File: src/core/mdsr_consts.vh
/*
 * Constants of the motor driver status register: address, field positions, reset values.
 * Assumes inclusion by bare name from the design file; definitions only.
 */
`ifndef MDSR_CONSTS_VH
`define MDSR_CONSTS_VH

`define MDSR_ADDR_WIDTH 5
`define MDSR_STATUS_ADDR 5'h02
`define MDSR_OC_MSB 15
`define MDSR_OC_LSB 8
`define MDSR_OPEN_A_BIT 7
`define MDSR_OPEN_B_BIT 6
`define MDSR_UPPER_BIT 3
`define MDSR_LOWER_A_BIT 2
`define MDSR_LOWER_B_BIT 1
`define MDSR_PARITY_BIT 0
`define MDSR_OC_RESET 8'h00
`define MDSR_OL_RESET 2'h0
`define MDSR_CV_RESET 3'h0
`define MDSR_CV_WIDTH 10

`endif

File: src/core/mdsr_status.v
/*
 * Motor driver status register: sticky overcurrent and open-load flags,
 * coil-voltage window flags, summary flags and the read port with parity.
 * Assumes the serial interface presents a read address and takes data the
 * following cycle; event inputs are synchronous one-cycle or level strobes.
 */
`timescale 1ns/1ps
`default_nettype none
`include "mdsr_consts.vh"

// Contract
// - eight overcurrent flags in bits 15..8: A1H,A1L,A2H,A2L,B1H,B1L,B2H,B2L
// - overcurrent flags stay set until the overcurrent summary is cleared
// - phase A open-load flag sets when reference missed within delay
// - phase B open-load flag sets when reference missed within delay
// - clearing open-load summary clears both open-load flags; the only other clear path is srst
// - coil-voltage flags update only while measurement is enabled, else hold
// - upper flag set when sample exceeds upper threshold, cleared otherwise
// - lower-a flag set when sample below lower threshold a, cleared otherwise
// - lower-b flag set when sample below lower threshold b, cleared otherwise
// - register at address 0x02, read-only, reset zero, bits 5 and 4 reserved
// - overcurrent summary sets as soon as any overcurrent flag sets
// - open-load summary sets as soon as either open-load flag sets
module mdsr_status #(
	parameter CV_WIDTH = `MDSR_CV_WIDTH
) (
	// clock and reset
	input wire clk,
	input wire srst,
	// overcurrent events, bit 7 = a1 high ... bit 0 = b2 low
	input wire [7:0] overcurrent_event,
	// open-load timeouts from the current regulators
	input wire open_load_phase_a_event,
	input wire open_load_phase_b_event,
	// coil-voltage sampling
	input wire coil_measure_enable,
	input wire coil_sample_valid,
	input wire [CV_WIDTH-1:0] coil_sample,
	input wire [CV_WIDTH-1:0] coil_upper_threshold,
	input wire [CV_WIDTH-1:0] coil_lower_threshold_a,
	input wire [CV_WIDTH-1:0] coil_lower_threshold_b,
	// summary clears from the global status register
	input wire overcurrent_summary_clear,
	input wire open_load_summary_clear,
	// summary flags toward the global status register
	output wire overcurrent_summary,
	output wire open_load_summary,
	// register read port of the serial interface
	input wire rd_en,
	input wire [`MDSR_ADDR_WIDTH-1:0] rd_addr,
	output reg [15:0] rd_data,
	output reg rd_hit,
	// live register value
	output wire [15:0] motor_driver_status
);

	reg [7:0] oc_reg;
	reg [7:0] oc_next;
	reg [1:0] ol_reg;
	reg [1:0] ol_next;
	reg [2:0] cv_reg;
	reg [2:0] cv_next;
	reg oc_sum_reg;
	reg ol_sum_reg;
	wire [15:0] status_word;
	wire cv_update;

	// event set wins over a clear in the same cycle
	always @* begin
		oc_next = oc_reg;
		if (overcurrent_summary_clear) begin
			oc_next = 8'h00;
		end
		oc_next = oc_next | overcurrent_event;
	end

	always @* begin
		ol_next = ol_reg;
		if (open_load_summary_clear) begin
			ol_next = 2'h0;
		end
		ol_next[1] = ol_next[1] | open_load_phase_a_event;
		ol_next[0] = ol_next[0] | open_load_phase_b_event;
	end

	assign cv_update = coil_measure_enable & coil_sample_valid;

	always @* begin
		cv_next = cv_reg;
		if (cv_update) begin
			cv_next[2] = (coil_sample > coil_upper_threshold);
			cv_next[1] = (coil_sample < coil_lower_threshold_a);
			cv_next[0] = (coil_sample < coil_lower_threshold_b);
		end
	end

	always @(posedge clk) begin
		if (srst) begin
			oc_reg <= `MDSR_OC_RESET;
			ol_reg <= `MDSR_OL_RESET;
			cv_reg <= `MDSR_CV_RESET;
			oc_sum_reg <= 1'b0;
			ol_sum_reg <= 1'b0;
		end else begin
			oc_reg <= oc_next;
			ol_reg <= ol_next;
			cv_reg <= cv_next;
			// summary follows the same set-wins ordering as the flags
			oc_sum_reg <= (oc_sum_reg & ~overcurrent_summary_clear) | (|overcurrent_event);
			ol_sum_reg <= (ol_sum_reg & ~open_load_summary_clear) |
				open_load_phase_a_event | open_load_phase_b_event;
		end
	end

	assign overcurrent_summary = oc_sum_reg;
	assign open_load_summary = ol_sum_reg;

	// reserved bits 5 and 4 read zero; parity slot zero before insertion
	assign status_word = {oc_reg, ol_reg, 2'b00, cv_reg, 1'b0};
	assign motor_driver_status = status_word;

	// even parity: bit 0 makes the whole word an even count of ones
	always @(posedge clk) begin
		if (srst) begin
			rd_data <= 16'h0000;
			rd_hit <= 1'b0;
		end else begin
			rd_hit <= rd_en && (rd_addr == `MDSR_STATUS_ADDR);
			if (rd_en && (rd_addr == `MDSR_STATUS_ADDR)) begin
				rd_data <= {status_word[15:1], ^status_word[15:1]};
			end else if (rd_en) begin
				rd_data <= 16'h0000;
			end
		end
	end

endmodule
`default_nettype wire

File: config.mk
export PLATFORM = sky130hd
export DESIGN_NAME = mdsr_status
export DESIGN_NICKNAME = d
export VERILOG_FILES = /design/src/core/mdsr_status.v
export VERILOG_INCLUDE_DIRS = /design/src /design/src/core
export SDC_FILE = /design/constraint.sdc
export NUM_CORES = 1
export LEC_CHECK = 0
export BUFFER_PORTS_ARGS = -buffer_cell sky130_fd_sc_hd__buf_2
export CORE_MARGIN = 2
export CORE_UTILIZATION = 25
export CTS_CLUSTER_SIZE = 25
export DETAILED_ROUTE_END_ITERATION = 6
export PLACE_DENSITY = 0.58
export REMOVE_ABC_BUFFERS = 1
export SETUP_SLACK_MARGIN = 0.5
export SYNTH_ARGS = -nofsm -noshare
export SYNTH_HDL_FRONTEND = slang
export SYNTH_SLANG_ARGS = --single-unit
File: constraint.sdc
create_clock -name clk -period 4.8 [get_ports clk]
set_clock_uncertainty 0.05 [all_clocks]
set_input_delay 0.96 -clock clk [delete_from_list [all_inputs] [get_ports clk]]
set_output_delay 0.96 -clock clk [all_outputs]
set_load 0.02 [all_outputs]
==> impl_metrics.ini <==
[power]
ir_worst_vdd_v = 0.0000944
p_int_uw = 476
swShare_pct = 26.7
power.density_nw_per_um2 = 271
power.switching_uw = 173
power_frac_clock_pct = 37.4
p_comb_share_pct = 21.4
total_leakage_power_uw = 0.00130
pwr-share-seq_pct = 41.1

[floorplan]
rows = 30
num_io_pins = 97
initial_core_util_pct = 25.9
die_area_um2 = 7770
die_w_um = 88.1
coreArea_um2 = 6830
dieHeight_um = 88.1

[final_layout]
layout_commonest_cell = buf_2
fin_cells = 392
utilization_pct = 35.1
drive_gt1_share_pct = 33.8
area_delta_synth_final_pct = 35.4
multiInputGateArea_um2 = 995
num_antenna_cells = 0
num-nets-final = 385
fillers = 753
mostFrequentLayoutCells = buf_2, inv_1, dfxtp_1
largest_reg_flops = 14
regArea_um2 = 601

[route]
initialDrtViolationCount = 25
drt_wl_total_um = 4270
dr.pass1.iters = 4
vias = 1657
wl_per_cell_um = 10.9
ant_nets = 0
drc = 0
viasPerCell = 4.23

[placement]
hpwl_um = 3590
place_inst = 384
gp_congestion = 0.756
portBuffers = 91

[setup_path]
startpoint = srst
crit_chain = buf_2 > nor4b_1 > and3_1 > a22o_1
cpPeakStageDelay_ps = 560
endpoint = rd_data[10]
crit_required_ps = 4970
reg2reg_from = oc_reg[5]
timing.reg2reg.setup_slack_ps = 3480
startpoint_type = input pin
worst_ep_arrival_time_ps = 2250
slowest_stage = and3_1
worstSetupPathType = in2reg
timing.rr.end = rd_data[0]
reg2reg_depth = 5
cp_max_fo = 16
end_kind = flip-flop

[global_route]
grt_usage_pct = 11.0
grt_pass1_vias = 1567
grt_max_degree = 17
grt.overflow.total = 0
grt_pass1_wl_um = 6760
antenna_found_initial = 0

[clock_network]
clock-root-buffer = clkbuf_8
cts_tree = done
postCtsSetupRepairBufs = 0
path_clk_slew_ps = 60
clk_latency_ps = 270
cts_sinks = 30
cts-buffers-inserted = 5
hold_buffers = 0
cts.path.max_buffers = 2
cts_resized = 0
cts_htree_levels = 2

[sta]
period_minus_slack_ps = 2080
timing.final.crit_share_pct = 43.4
hold_viol_final = 0
fmax_mhz = 480
worstMarginPinSlew_ps = 975
relSlewSlack_pct = 34.8
slew_violations = 0
final.setup.tns_ps = 0
rsz0062_at_grt = false
holdWs_ps = 420
setup_viol = 0

[synthesis]
syn_area_per_cell_um2 = 8.72
synthesis.area_um2 = 1770
synthArstFlopShare_pct = 0
synth_edf_count = 0
synth_cells = 203
ys_seq_elements = 30
ys_seq_area_share_pct = 33.9
yosys_warnings = 0
synth_flop_cell = dfxtp_1
yosysUniqueCellTypes = 30

[run]
cap_violations = 0

[run_status]
status = complete, no violations

[hold_path]
min_path_type = reg2reg
cell type report:
cell class                      instances  area share (%)
Inverter                               31            4.86
Multi-Input combinational cell        136            41.5
Timing Repair Buffer                   91            19.0
Tap cell                               96            5.01
Sequential cell                        30            25.1
Clock buffer                            5            2.87
Clock inverter                          3            1.67
worst max-delay path, delay by kind of cell:
family	cells	cell delay, ps
simple gates	2	840
compound gates	1	240
buf+inv	1	200
metal layers:
layer,track usage [%],vias up,share of wire (%)
met5,0,-,0
met2,19.8,56,48
met4,3.31,0,1.8
met1,13.0,722,43
li1,-,873,-
met3,2.83,6,7.2
how the worst min path moves through the flow:
stage,startpoint,end,depth (start not counted)
after CTS,rd_data[1],rd_data[1],1
after global routing,rd_data[1],rd_data[1],1
after global placement,rd_data[7],rd_data[7],1
after floorplan,overcurrent_summary,overcurrent_summary,2
after detailed placement,rd_data[1],rd_data[1],1
final,rd_data[1],rd_data[1],1
Yosys cell counts, types with 3 or more instances:
cell,n,share of area (%)
dfxtp_1,30,34
inv_1,30,6.4
ha_1,28,20
a21oi_1,26,7.4
nor2_1,15,3.2
a22o_1,13,6.4
nand2_1,10,2.1
xnor2_1,10,5.0
buf_4,5,2.1
nand4_1,4,1.4
a21o_1,3,1.3
nand3_1,3,0.85
o21ai_0,3,0.85
kinds of logic (layout without fill, tap and decap cells):
kind of cell               after synthesis  after routing  synth area share (%)
buffers and inverters                   41            130                  10.7
AOI/OAI and AO/OA                       52             52                  19.2
xor gates and xnor gates                12             12                  5.94
and+or+nand+nor                         39             39                  10.2
DFF                                     30             30                  33.9
adders and majority gates               28             28                  19.8
other                                    1              5                 0.212
stage by stage:
step	worst slack (ps)	instance area, µm²	power (µW)
global placement	2430	2290	411
finish	2720	2400	649
global route	2560	2400	689
CTS	2680	2400	662
detailed placement	2410	2290	414
floorplan	2620	1710	358
power by group through the flow:
| stage | Combinational [µW] | Clock [µW] | Sequential, µW |
|---|---|---|---|
| CTS | 142 | 253 | 267 |
| global placement | 138 | 0 | 273 |
| global route | 159 | 262 | 268 |
| finish | 139 | 243 | 267 |
| floorplan | 76.3 | 0 | 282 |
| detailed placement | 141 | 0 | 273 |
(Power assumes the default switching activity.)
